===== config.mk =====
export PLATFORM = sky130hd
export DESIGN_NAME = mmd_decoder
export DESIGN_NICKNAME = d
export VERILOG_FILES = /design/src/mmd_pkg.sv /design/src/mmd_mode_latch.sv /design/src/mmd_decoder.sv
export VERILOG_INCLUDE_DIRS = /design/src
export SDC_FILE = /design/constraint.sdc
export NUM_CORES = 1
export LEC_CHECK = 0
export BUFFER_PORTS_ARGS = -buffer_cell sky130_fd_sc_hd__buf_2
export CAP_MARGIN = 20
export CORE_UTILIZATION = 41
export DETAILED_ROUTE_END_ITERATION = 7
export HOLD_SLACK_MARGIN = 0.05
export PLACE_DENSITY = 0.75
export SLEW_MARGIN = 20
export SYNTH_ARGS = -nofsm -noshare
export SYNTH_HDL_FRONTEND = slang
export SYNTH_HIERARCHICAL = 1
export SYNTH_SLANG_ARGS = --single-unit

===== constraint.sdc =====
create_clock -name core_clk -period 1.27 [get_ports core_clk]
set_input_delay 0.254 -clock core_clk [delete_from_list [all_inputs] [get_ports core_clk]]
set_output_delay 0.254 -clock core_clk [all_outputs]
set_load 0.01 [all_outputs]

===== src/mmd_defines.svh =====
// Functional notes
// - Mode latched at reset picks the map and whether external access is allowed.
// - On-chip resources decode at the same addresses in single-chip and expanded modes.
// - Configuration bits can remove EPROM and EEPROM from the map.
// - After reset RAM decodes from address zero.
// - Remap register write moves RAM base to any 4-Kbyte boundary.
// - Register block is 64 bytes, decoded at 1000 hex after reset.
// - Remap register write moves register block to any 4-Kbyte boundary.
// - RAM and registers on one boundary hide the lowest 64 RAM bytes.
// - Priority is registers over RAM over ROM; only the winner is accessed.
// - Bootstrap ROM at BF00 to BFFF only after reset in bootstrap mode.
// - Single-chip and bootstrap modes enable ROM regardless of the ROM enable bit.
`ifndef MMD_DEFINES_SVH
`define MMD_DEFINES_SVH
`define MMD_REMAP_RESET 8'h01
`define MMD_REG_SIZE_BITS 6
`define MMD_RAM_SIZE_BITS 9
`define MMD_ROM_BASE 16'hD000
`define MMD_EE_BASE 16'hB600
`define MMD_EE_LAST 16'hB7FF
`define MMD_BOOT_BASE 16'hBF00
`define MMD_BOOT_LAST 16'hBFFF
`define MMD_MODE_SINGLE 2'h2
`define MMD_MODE_EXPAND 2'h3
`define MMD_MODE_BOOT 2'h0
`define MMD_MODE_TEST 2'h1
`define MMD_SYNC_FILL 2'h3
`endif


===== src/mmd_pkg.sv =====
`default_nettype none
package mmd_pkg;
    typedef enum logic [4:0] {
        MMD_SEL_REG = 5'h01,
        MMD_SEL_RAM = 5'h02,
        MMD_SEL_ROM = 5'h04,
        MMD_SEL_EE = 5'h08,
        MMD_SEL_EXT = 5'h10
    } mmd_sel_t;
endpackage
`default_nettype wire


===== src/mmd_mode_latch.sv =====
`include "mmd_defines.svh"
`default_nettype none
// ========================================
// Mode pin sampling and reset-time latch
module mmd_mode_latch (
    input wire logic core_clk,
    input wire logic rst_b,
    input wire logic mode_b_pin,
    input wire logic mode_a_pin,
    output logic [1:0] mode_r,
    output logic mode_valid_r
);
    logic [1:0] s1_r;
    logic [1:0] s2_r;
    logic [1:0] s3_r;
    logic [1:0] fill_r;

    always_ff @(posedge core_clk or negedge rst_b) begin
        if (!rst_b) begin
            s1_r <= 2'h0;
            s2_r <= 2'h0;
            s3_r <= 2'h0;
        end else begin
            s1_r <= {mode_b_pin, mode_a_pin};
            s2_r <= s1_r;
            s3_r <= s2_r;
        end
    end

    // Stages holding real pin samples since release
    always_ff @(posedge core_clk or negedge rst_b) begin
        if (!rst_b) begin
            fill_r <= 2'h0;
        end else if (fill_r != `MMD_SYNC_FILL) begin
            fill_r <= fill_r + 2'h1;
        end
    end

    // Capture once after release, when the filled synchroniser agrees
    always_ff @(posedge core_clk or negedge rst_b) begin
        if (!rst_b) begin
            mode_r <= `MMD_MODE_SINGLE;
            mode_valid_r <= 1'b0;
        end else if (!mode_valid_r && fill_r == `MMD_SYNC_FILL && s2_r == s3_r) begin
            mode_r <= s3_r;
            mode_valid_r <= 1'b1;
        end
    end
endmodule // mmd_mode_latch
`default_nettype wire


===== src/mmd_decoder.sv =====
`include "mmd_defines.svh"
`default_nettype none
// ========================================
// Memory map decoder
module mmd_decoder (
    input wire logic core_clk,
    input wire logic rst_b,
    input wire logic mode_b_pin,
    input wire logic mode_a_pin,
    input wire logic rom_enable_bit,
    input wire logic ee_enable_bit,
    input wire logic remap_wr,
    input wire logic [7:0] remap_wdata,
    input wire logic [15:0] addr,
    input wire logic access_valid,
    output logic mode_ready,
    output logic [1:0] mode_out,
    output logic [7:0] remap_r,
    output logic [4:0] sel,
    output logic ext_access,
    output logic boot_rom_sel,
    output logic [15:0] local_addr
);
    logic [1:0] mode_r;
    logic mode_valid_r;
    logic expanded;
    logic boot_mode;
    logic rom_on;
    logic hit_reg;
    logic hit_ram;
    logic hit_rom;
    logic hit_ee;
    logic hit_boot;
    mmd_pkg::mmd_sel_t sel_c;

    function automatic logic in_block(input logic [15:0] a, input logic [3:0] base,
                                      input int unsigned bits);
        logic [15:0] mask;
        mask = 16'hFFFF << bits;
        in_block = (a[15:12] == base) && ((a[11:0] & mask[11:0]) == 12'h000);
    endfunction

    mmd_mode_latch u_mode (
        .core_clk(core_clk),
        .rst_b(rst_b),
        .mode_b_pin(mode_b_pin),
        .mode_a_pin(mode_a_pin),
        .mode_r(mode_r),
        .mode_valid_r(mode_valid_r)
    );

    // ========================================
    // Remap register
    always_ff @(posedge core_clk or negedge rst_b) begin
        if (!rst_b) begin
            remap_r <= `MMD_REMAP_RESET;
        end else if (remap_wr) begin
            remap_r <= remap_wdata;
        end
    end

    // ========================================
    // Mode-derived enables
    assign expanded = mode_r[0];
    assign boot_mode = (mode_r == `MMD_MODE_BOOT);
    assign rom_on = expanded ? rom_enable_bit : 1'b1;

    // ========================================
    // Address hits
    always_comb begin
        hit_reg = in_block(addr, remap_r[3:0], `MMD_REG_SIZE_BITS);
        hit_ram = in_block(addr, remap_r[7:4], `MMD_RAM_SIZE_BITS);
        hit_rom = rom_on && (addr >= `MMD_ROM_BASE);
        hit_ee = ee_enable_bit && addr >= `MMD_EE_BASE && addr <= `MMD_EE_LAST;
        hit_boot = boot_mode && addr >= `MMD_BOOT_BASE && addr <= `MMD_BOOT_LAST;
    end

    // ========================================
    // Priority select
    always_comb begin
        if (hit_reg) begin
            sel_c = mmd_pkg::MMD_SEL_REG;
        end else if (hit_ram) begin
            sel_c = mmd_pkg::MMD_SEL_RAM;
        end else if (hit_rom || hit_boot) begin
            sel_c = mmd_pkg::MMD_SEL_ROM;
        end else if (hit_ee) begin
            sel_c = mmd_pkg::MMD_SEL_EE;
        end else if (expanded) begin
            sel_c = mmd_pkg::MMD_SEL_EXT;
        end else begin
            sel_c = mmd_pkg::mmd_sel_t'(5'h00);
        end
    end

    // ========================================
    // Registered outputs
    always_ff @(posedge core_clk or negedge rst_b) begin
        if (!rst_b) begin
            sel <= 5'h00;
            ext_access <= 1'b0;
            boot_rom_sel <= 1'b0;
            local_addr <= 16'h0000;
        end else begin
            sel <= (access_valid && mode_valid_r) ? sel_c : 5'h00;
            ext_access <= access_valid && mode_valid_r && sel_c == mmd_pkg::MMD_SEL_EXT;
            boot_rom_sel <= access_valid && mode_valid_r && !hit_reg && !hit_ram && hit_boot;
            local_addr <= addr;
        end
    end

    assign mode_ready = mode_valid_r;
    assign mode_out = mode_r;
endmodule // mmd_decoder
`default_nettype wire


==> run metrics, run 1 <==
ys flop type dfrtp_1; Synth top cells by count 40 x dfrtp_1, 11 x mux2_2, 10 x xnor2_1, 5 x nand2_1, 5 x nor3_1; Tcrit/Tclk final 1.08; H-Tree Level Count 2; Worst Hold Class primary input to register; Worst setup EP type register; Mapped Cells 96; met3 usage 0.0460; Iter 0 DRT Violations 33; Worst-Margin Slew 0.353 ns; initial antenna violation count 0; fin nets 227; Final Hold Vio Count 0; pwr dens 1330 nW/um^2; CP Class register to register; Critical Path Max Stage Delay 0.56 ns; Reg area 1050 um^2; dpl ws -0.153 ns; Vert. Die Dim 62.4 um; final std cells w/o fill 241; I/O pins 66; worst hold slack 0.124 ns; post-synthesis sequential area ratio 0.705; top post-synthesis cells by area dfrtp_1 67%, mux2_2 8.3%, xnor2_1 5.9%, dfstp_2 3.5%, nor3_1 1.7%; dpl cells 220; grt met1 use 0.216; Clock transition at path regs 0.12 ns; Async S/R FF share, synth 1.00; Yosys cell types 24; first-pass GRT wire length 5440 um; post-route ant nets 0; Final Core Density 0.652; grt ovf 0; Yosys Warn Count 6; core area 3420 um^2; largest net degree at the start of global routing 43; crit-path leading delay family flip-flops; CTS root buffer clkbuf_4; M2 GR Usage 0.313; dpl hpwl 2360 um; run status complete, but fails checks; dominant cell by count in the synthesized netlist dfrtp_1; Finish-stage setup viols 8; area of placed instances 1990 um^2; Synth top area share 0.670; most used routing layer in global routing met2; Final Cell Area 2230 um^2; Worst IR Drop VDD 0.833 mV; final wirelength 3270 um; Synth Register Bits 42; vias in the first global route 1239; clock tree buffer depth 2; Syn Area/Cell 15.6 um^2; WP buf/inv 0; TritonCTS buffer count 5; Layout Skew 0.0138 ns; EDFF count, synth 0; Setup crit start kind register; Die Wd 62.4 um; layout cells sized above 1 0.533; Setup TNS -0.592 ns; worst skew pair latency 0.35 ns; TritonRoute pass-1 iters 4; crit path max-delay cell type dfstp_2; Die ar. 3890 um^2; Synth-to-Final Area Change 49.0%; CP Cell Sequence xnor2_1 -> nand4_1 -> o31ai_4 -> nor4bb_1; DR vias 1157; Final WS setup -0.105 ns; highest net fanout along the worst path 6; Synth area leader dfrtp_1; clock sink count 42; Rows 21; failing checks setup timing; Pleak 1.07 nW; Arrival @ worst endpoint 1.61 ns; antenna diode count 0; WP data required 1.50 ns; RSZ-0062 raised after global routing yes; routability cong. 0.801; setup slack, reg-to-reg -0.10 ns; WL/cell 13.6 um; Post-Syn Nets 129; gr usage total 0.186; Max Cap Viol 0; count of input and output buffers 65; Power, Total 2.97 mW; CTS tree built; Vias/cell 4.80; DRC Markers 0; Starting Density 0.437; Slew Limit Fails 0; filler instances 265; Max Freq 727 MHz; relative slew slack 0.764; area of the multi-input gates 429 um^2; Mapped Area 1490 um^2; Final min period 1.37 ns
## power breakdown
part           internal [mW]  switching (mW)
logic                  0.317           0.262
registers               1.47          0.0933
clock network          0.418           0.408
## metal layers
metal / share of wire / up-vias
met5: 0 / -
met4: 0.026 / 0
met3: 0.062 / 9
met2: 0.50 / 61
met1: 0.41 / 553
li1: - / 534
## worst register-to-register path: stages (launching register included)
cell      delay (ns)
dfstp_2         0.56
xnor2_1         0.11
nand4_1         0.17
o31ai_4         0.33
nor4bb_1        0.10
## cell type report
| cell class | count | area share |
|---|---|---|
| clock buffers | 7 | 0.0202 |
| clock inverters | 1 | 0.0135 |
| inverters | 2 | 0.00337 |
| multi-input cells | 51 | 0.193 |
| flip-flops and latches | 42 | 0.473 |
| well taps | 46 | 0.0259 |
| repair buffers | 92 | 0.271 |
## cells in the final DEF, fill, tap and decap left out, types with 2 or more instances in the layout
cell           count
a21oi_1            2
buf_2             61
buf_4             12
buf_6              6
clkbuf_1           2
clkbuf_4           5
dfrtp_1           40
dfstp_2            2
dlygate4sd3_1     12
inv_1              2
mux2_2            11
nand2_1            5
nand4b_1           2
nor3_1             5
nor3_2             2
nor4_1             2
xnor2_1           10
## state kept, by name, indices dropped and copies added, names as in the netlist
register,cells
u_mode/s1_r,2
boot_rom_sel,1
u_mode/mode_valid_r,1
remap_r,8
ext_access,1
u_mode/s2_r,2
sel,5
u_mode/mode_r,2
u_mode/s3_r,2
u_mode/fill_r,2
local_addr,16
## worst paths after layout
check | to | cells past startpoint | from
min reg2reg | u_mode/s2_r[0]$_DFF_PN0_ | 0 | u_mode/s1_r[0]$_DFF_PN0_
max reg2reg | boot_rom_sel$_DFF_PN0_ | 4 | remap_r[0]$_DFFE_PN1P_
min in group asynchronous | sel[4]$_DFF_PN0_ | 3 | rst_b
max | boot_rom_sel$_DFF_PN0_ | 4 | remap_r[0]$_DFFE_PN1P_
min | local_addr[9]$_DFF_PN0_ | 2 | addr[9]
max in group asynchronous | remap_r[0]$_DFFE_PN1P_ | 3 | rst_b
## cell families (layout without fill, tap and decap cells)
kind of cell             after synthesis  count (layout)  synth area share
multiplexers                          11              11            0.0829
flip-flops                            42              42             0.705
XOR/XNOR                              11              11            0.0645
AO/OA/AOI/OAI                          4               4            0.0260
AND/OR/NAND/NOR                       24              24             0.106
buffers and inverters                  3             102           0.00754
adder cells (fa/ha/maj)                1               1           0.00837
## what timing repair did
action,4_1_cts,5_1_grt
hold buffers,12,0
setup endpoints to repair,10,11
gates resized for setup,6,0
pin swaps,0,1
endpoints found under the hold margin,51,0
buffers inserted,0,1
Power figures use the tool's default switching activity.
==> run 2, diff against run 1 <==
--- a/config.mk
+++ b/config.mk
@@ -6,13 +6,13 @@
 export SDC_FILE = /design/constraint.sdc
 export NUM_CORES = 1
 export LEC_CHECK = 0
-export BUFFER_PORTS_ARGS = -buffer_cell sky130_fd_sc_hd__buf_2
+export BUFFER_PORTS_ARGS = -buffer_cell sky130_fd_sc_hd__buf_4
 export CAP_MARGIN = 20
 export CORE_UTILIZATION = 41
 export DETAILED_ROUTE_END_ITERATION = 7
 export HOLD_SLACK_MARGIN = 0.05
 export PLACE_DENSITY = 0.75
-export SLEW_MARGIN = 20
+export SLEW_MARGIN = 25
 export SYNTH_ARGS = -nofsm -noshare
 export SYNTH_HDL_FRONTEND = slang
 export SYNTH_HIERARCHICAL = 1
==> run metrics, run 2 (synthesis gave the netlist of run 1 again) <==
Finish-stage setup viols 7 (-1); Arrival @ worst endpoint 1.66 ns (+0.05 ns); Max Freq 699 MHz (-3.9%); grt ovf 0 (unchanged); clock sink count 42 (unchanged); setup slack, reg-to-reg -0.16 ns (-0.06 ns); Final min period 1.43 ns (+0.0558 ns); dpl hpwl 2380 um (+0.86%); Max Cap Viol 0 (unchanged); RSZ-0062 raised after global routing yes; crit-path leading delay family flip-flops; routability cong. 0.768 (-4.1%); area of the multi-input gates 467 um^2 (+8.7%); Critical Path Max Stage Delay 0.57 ns (about the same); H-Tree Level Count 2 (unchanged); initial antenna violation count 0 (unchanged); filler instances 233 (-12%); Setup crit start kind register; most frequent cells in the layout 72 x buf_4, 40 x dfrtp_1, 15 x dlygate4sd3_1, 11 x mux2_2, 9 x xnor2_1; post-route ant nets 0 (unchanged); Net Sw Frac 0.265 (+0.00764); met3 WL post-DR 211 um (+4.5%); Layout Skew 0.00233 ns (-0.0114 ns); sequential share of power 0.548 (+0.021); reg-to-reg endpoint boot_rom_sel$_DFF_PN0_; Clk pwr share 0.204 (-0.074); hold_sp addr[8]; Die Wd 62.4 um (unchanged); Final Core Density 0.699 (+0.0476); Comb power frac 0.248 (+0.053); Vert. Die Dim 62.4 um (unchanged); clock tree buffer depth 2 (unchanged); DRC Markers 0 (unchanged); commonest non-fill, non-tap cell in the layout buf_4; CP Cell Sequence xnor2_2 -> nand4_1 -> o31ai_4 -> buf_6 -> nor4bb_2; layout cells sized above 1 0.554 (+0.0205); count of input and output buffers 65 (unchanged); Rows 21 (unchanged); end of the worst hold path local_addr[8]$_DFF_PN0_; gr usage total 0.192 (+0.00537); pwr dens 1200 nW/um^2 (-10%); reg2reg start remap_r[0]$_DFFE_PN1P_; DR vias 1155 (-0.17%); Die ar. 3890 um^2 (unchanged); WP depth 5 (+1); WL/cell 13.9 um (+2.7%); CTS root buffer clkbuf_4; crit path max-delay cell type dfstp_2; fin nets 228 (+0.44%); Clock transition at path regs 0.11 ns (about the same); Slew Limit Fails 0 (unchanged); TritonRoute pass-1 iters 4 (unchanged); first-pass GRT wire length 5550 um (+2.2%); highest net fanout along the worst path 6 (unchanged); Metal-1 WL 1350 um (+0.67%); Final Hold Vio Count 0 (unchanged); WP buf/inv 1 (+1); Worst IR Drop VDD 0.792 mV (-4.9%); Final WS setup -0.161 ns (-0.0558 ns); uppermost layer routed met4; metal2 WL 1750 um (+6.6%); run status complete, but fails checks; largest registers local_addr (16), remap_r (8), sel (5); final wirelength 3360 um (+2.7%); TritonCTS buffer count 5 (unchanged); Pleak 1.11 nW (+3.9%); largest net degree at the start of global routing 43 (unchanged); core area 3420 um^2 (unchanged); Hold Path Stages 2 (unchanged); failing checks setup timing; worst skew pair latency 0.33 ns (-0.02 ns); Power, Total 2.86 mW (-3.8%); largest reg by FF count local_addr; Worst-Margin Slew 0.501 ns (+0.148 ns); Worst Hold Class primary input to register; worst reg2reg path depth 5 (+1); relative slew slack 0.666 (-0.0976); antenna diode count 0 (unchanged); CTS tree built; Synth-to-Final Area Change 59.9%; CP Class register to register; Iter 0 DRT Violations 26 (-21%); Vias/cell 4.79 (-0.17%); Internal 2.10 mW (-4.8%); Starting Density 0.437 (unchanged); WP data required 1.50 ns (about the same); Reg area 1050 um^2 (unchanged); vias in the first global route 1241 (+0.16%); max reg flops 16 (unchanged); Worst setup EP type register; Net Sw Power 0.756 mW (-0.91%); Tcrit/Tclk final 1.13 (+0.0439); I/O pins 66 (unchanged)
[run 2: cell count changes in the layout (fill, tap and decap cells not counted), sizes merged]
cell	before	now
bufinv	1	0
dlygate4sd3	12	15
buf	80	78
[run 2: what timing repair did]
action	4_1_cts	5_1_grt
setup buffers	1	2
endpoints found under the hold margin	53	3
resized for setup	5	9
pin swaps	3	1
endpoints found under the setup margin	10	11
cloned	0	0
hold buffers	12	3
[run 2: how the worst max path moves through the flow]
stage          slack, ns                      to              startpoint
6_report           -0.16  boot_rom_sel$_DFF_PN0_  remap_r[0]$_DFFE_PN1P_
5_1_grt            -0.24  boot_rom_sel$_DFF_PN0_  remap_r[0]$_DFFE_PN1P_
4_1_cts            -0.14  boot_rom_sel$_DFF_PN0_  remap_r[0]$_DFFE_PN1P_
3_5_place_dp       -0.15  boot_rom_sel$_DFF_PN0_                 addr[7]
3_3_place_gp       -0.09  boot_rom_sel$_DFF_PN0_                 addr[7]
2_1_floorplan      -0.06  boot_rom_sel$_DFF_PN0_  remap_r[0]$_DFFE_PN1P_
[run 2: power by group through the flow]
stage / registers [mW] / logic, mW / clock network (mW)
2_1_floorplan: 1.63 / 0.185 / 0
3_3_place_gp: 1.59 / 0.574 / 0
3_5_place_dp: 1.59 / 0.595 / 0
4_1_cts: 1.57 / 0.669 / 0.607
5_1_grt: 1.58 / 0.764 / 0.673
6_report: 1.57 / 0.709 / 0.583
[run 2: layer usage]
layer,track usage,vias to the layer above
li1,-,527
met2,0.327,46
met5,0,-
met1,0.221,576
met4,0.0610,0
met3,0.0735,6
[run 2: layout make-up]
class / instances / share of cell area
clock buffer: 7 / 0.0189
timing repair buffer: 93 / 0.317
inverter: 2 / 0.00314
tap: 46 / 0.0241
sequential: 42 / 0.441
multi-input combinational: 51 / 0.195
[run 2: stage by stage]
step	hold WS (ns)	worst slack, ns	instances	instance area [um^2]	setup TNS, ns
3_5_place_dp	0.259	-0.146	217	2120	-0.745
4_1_cts	0.0112	-0.141	237	2310	-0.883
2_1_floorplan	-0.0416	-0.0559	96	1490	-0.231
6_report	0.127	-0.161	241	2390	-1.04
5_1_grt	0.0980	-0.239	241	2390	-1.63
3_3_place_gp	0.250	-0.0891	217	2120	-0.456
==> run 3, diff against run 2 <==
--- a/config.mk
+++ b/config.mk
@@ -6,9 +6,11 @@
 export SDC_FILE = /design/constraint.sdc
 export NUM_CORES = 1
 export LEC_CHECK = 0
+export ABC_AREA = 1
 export BUFFER_PORTS_ARGS = -buffer_cell sky130_fd_sc_hd__buf_4
 export CAP_MARGIN = 20
-export CORE_UTILIZATION = 41
+export CORE_UTILIZATION = 42
+export CTS_CLUSTER_SIZE = 25
 export DETAILED_ROUTE_END_ITERATION = 7
 export HOLD_SLACK_MARGIN = 0.05
 export PLACE_DENSITY = 0.75
==> run metrics, run 3 <==
max reg flops 16 (unchanged); largest net degree at the start of global routing 43 (unchanged); antenna diode count 0 (unchanged); Synth Register Bits 42 (unchanged); reg2reg start remap_r[0]$_DFFE_PN1P_; Arrival @ worst endpoint 1.41 ns (-0.25 ns); TritonRoute pass-1 iters 6 (+2); worst hold slack 0.0702 ns (-0.0563 ns); Worst setup EP type register; hold_sp addr[0]; I/O pins 66 (unchanged); Mapped Cells 168 (+75%); Final Core Density 0.630 (-0.0696); Starting Density 0.443 (+0.00573); Rows 22 (+4.8%); Die Wd 64.6 um (+3.6%); Vert. Die Dim 64.6 um (+3.6%); worst reg2reg path depth 9 (+4); WP data required 1.45 ns (-0.05 ns); initial antenna violation count 0 (unchanged); dpl cells 280 (+29%); Hold Path Stages 1 (-1); routability cong. 0.771 (+0.35%); run status complete, no violations; Synth top cells by count 47 x nand2_1, 40 x dfrtp_1, 18 x inv_1, 13 x nor2_1, 9 x o21ai_0; TritonCTS buffer count 5 (unchanged); DRC Markers 0 (unchanged); EDFF count, synth 0 (unchanged); final std cells w/o fill 291 (+21%); count of input and output buffers 65 (unchanged); Worst-Margin Slew 0.511 ns (+0.00989 ns); Final min period 1.23 ns (-0.203 ns); worst skew pair latency 0.28 ns (-0.05 ns); Post-Syn Nets 201 (+56%); commonest non-fill, non-tap cell in the layout buf_4; relative slew slack 0.659 (-0.00659); gr usage total 0.158 (-0.0332); Slew Limit Fails 0 (unchanged); Syn Area/Cell 9.80 um^2 (-37%); area of placed instances 2190 um^2 (+3.4%); Final Cell Area 2340 um^2 (-2.0%); core area 3720 um^2 (+8.8%); dominant cell by count in the synthesized netlist nand2_1; Vias/cell 4.32 (-9.9%); Yosys Warn Count 6 (unchanged); final wirelength 3120 um (-7.1%); highest net fanout along the worst path 3 (-3); Final Hold Vio Count 0 (unchanged); reg-to-reg endpoint ext_access$_DFF_PN0_; Pleak 1.23 nW (+11%); Reg area 1050 um^2 (unchanged); grt ovf 0 (unchanged); Power, Total 3.18 mW (+11%); Synth area leader dfrtp_1; Async S/R FF share, synth 1.00 (unchanged); Max Freq 814 MHz (+17%); Worst Hold Class primary input to register; pwr dens 1360 nW/um^2 (+14%); DR vias 1256 (+8.7%); fin nets 275 (+21%); Finish-stage setup viols 0 (-7); layout cells sized above 1 0.416 (-0.138); most frequent cells in the layout 67 x buf_4, 47 x nand2_1, 40 x dfrtp_1, 17 x inv_1, 13 x nor2_1; WL/cell 10.7 um (-23%); largest registers local_addr (16), remap_r (8), sel (5); Synth-to-Final Area Change 42.1%; Mapped Area 1650 um^2 (+10%); clock sink count 42 (unchanged); Max Cap Viol 0 (unchanged); post-route ant nets 0 (unchanged); Iter 0 DRT Violations 32 (+23%); largest reg by FF count local_addr; CTS root buffer clkbuf_8; H-Tree Level Count 2 (unchanged); RSZ-0062 raised after global routing yes; Layout Skew 0.00375 ns (+0.00142 ns); CP Class register to register; Tcrit/Tclk final 0.967 (-0.160); Worst IR Drop VDD 0.746 mV (-5.9%); setup slack, reg-to-reg 0.04 ns (+0.20 ns); filler instances 329 (+41%); post-synthesis sequential area ratio 0.640 (-0.0654); Setup crit start kind register; CTS tree built; clock tree buffer depth 2 (unchanged); vias in the first global route 1143 (-7.9%); ys flop type dfrtp_1; area of the multi-input gates 499 um^2 (+7.0%); Clock transition at path regs 0.08 ns (-0.03 ns); end of the worst hold path local_addr[0]$_DFF_PN0_; first-pass GRT wire length 4920 um (-11%); Synth top area share 0.608 (-0.0621); Yosys cell types 21 (-13%); dpl hpwl 2360 um (-0.77%); Die ar. 4180 um^2 (+7.3%); top post-synthesis cells by area dfrtp_1 61%, nand2_1 11%, inv_1 4.1%, dfstp_2 3.2%, nor2_1 3.0%
-- run 3: report_power, final --
part | total, mW | internal [mW] | switching, mW
Clock | 1.05 | 0.640 | 0.412
Sequential | 1.54 | 1.46 | 0.0780
Combinational | 0.589 | 0.295 | 0.294
-- run 3: metal layers --
metal | vias to the layer above | GRT usage | share of wire | routed length, um
met4 | 0 | 0.0861 | 0.011 | 33
met5 | - | 0 | 0 | 0
met2 | 42 | 0.247 | 0.47 | 1450
met3 | 2 | 0.0440 | 0.059 | 184
met1 | 551 | 0.199 | 0.46 | 1450
li1 | 661 | - | - | -
-- run 3: metrics by stage --
| step | setup slack (ns) | setup TNS [ns] |
|---|---|---|
| detailed placement | 0.0372 | 0 |
| global placement | 0.0789 | 0 |
| finish | 0.0421 | 0 |
| floorplan | 0.0779 | 0 |
| global route | -0.0288 | -0.0541 |
| CTS | 0.0258 | 0 |
-- run 3: worst max-delay path by stage --
stage / from / end / slack, ns / depth (start not counted)
5_1_grt: remap_r[0]$_DFFE_PN1P_ / ext_access$_DFF_PN0_ / -0.03 / 9
2_1_floorplan: remap_r[0]$_DFFE_PN1P_ / sel[3]$_DFF_PN0_ / 0.08 / 9
3_3_place_gp: remap_r[0]$_DFFE_PN1P_ / sel[3]$_DFF_PN0_ / 0.08 / 9
4_1_cts: remap_r[0]$_DFFE_PN1P_ / ext_access$_DFF_PN0_ / 0.03 / 9
3_5_place_dp: remap_r[0]$_DFFE_PN1P_ / ext_access$_DFF_PN0_ / 0.04 / 9
6_report: remap_r[0]$_DFFE_PN1P_ / ext_access$_DFF_PN0_ / 0.04 / 9
-- run 3: logic make-up after synthesis --
| family | synth area share |
|---|---|
| AND/OR/NAND/NOR | 0.241 |
| flip-flops | 0.640 |
| buffers and inverters | 0.0615 |
| AO/OA/AOI/OAI | 0.0395 |
| XOR/XNOR | 0.0106 |
| adder cells (fa/ha/maj) | 0.00760 |
-- run 3: timing repair --
| item | in CTS | in global routing |
|---|---|---|
| setup endpoints to repair | 0 | 5 |
| endpoints found under the hold margin | 40 | 0 |
| hold buffers | 1 | 0 |
| buffers inserted | 0 | 2 |
| gates resized for setup | 0 | 3 |
-- run 3: final cells by class --
type / instances / area share
tap: 48 / 0.0257
timing repair buffer: 68 / 0.219
inverter: 26 / 0.0417
clock inverter: 1 / 0.0128
sequential: 42 / 0.450
multi-input combinational: 99 / 0.213
clock buffer: 7 / 0.0369
-- run 3: worst max-delay path, cell delays in order (launching register included) --
cell	delay, ns
dfstp_2	0.55
inv_2	0.04
nand2_1	0.05
nand2_1	0.06
nor2_2	0.09
nand3_2	0.10
nand2_2	0.11
inv_2	0.04
nand2_2	0.06
nor2_1	0.04
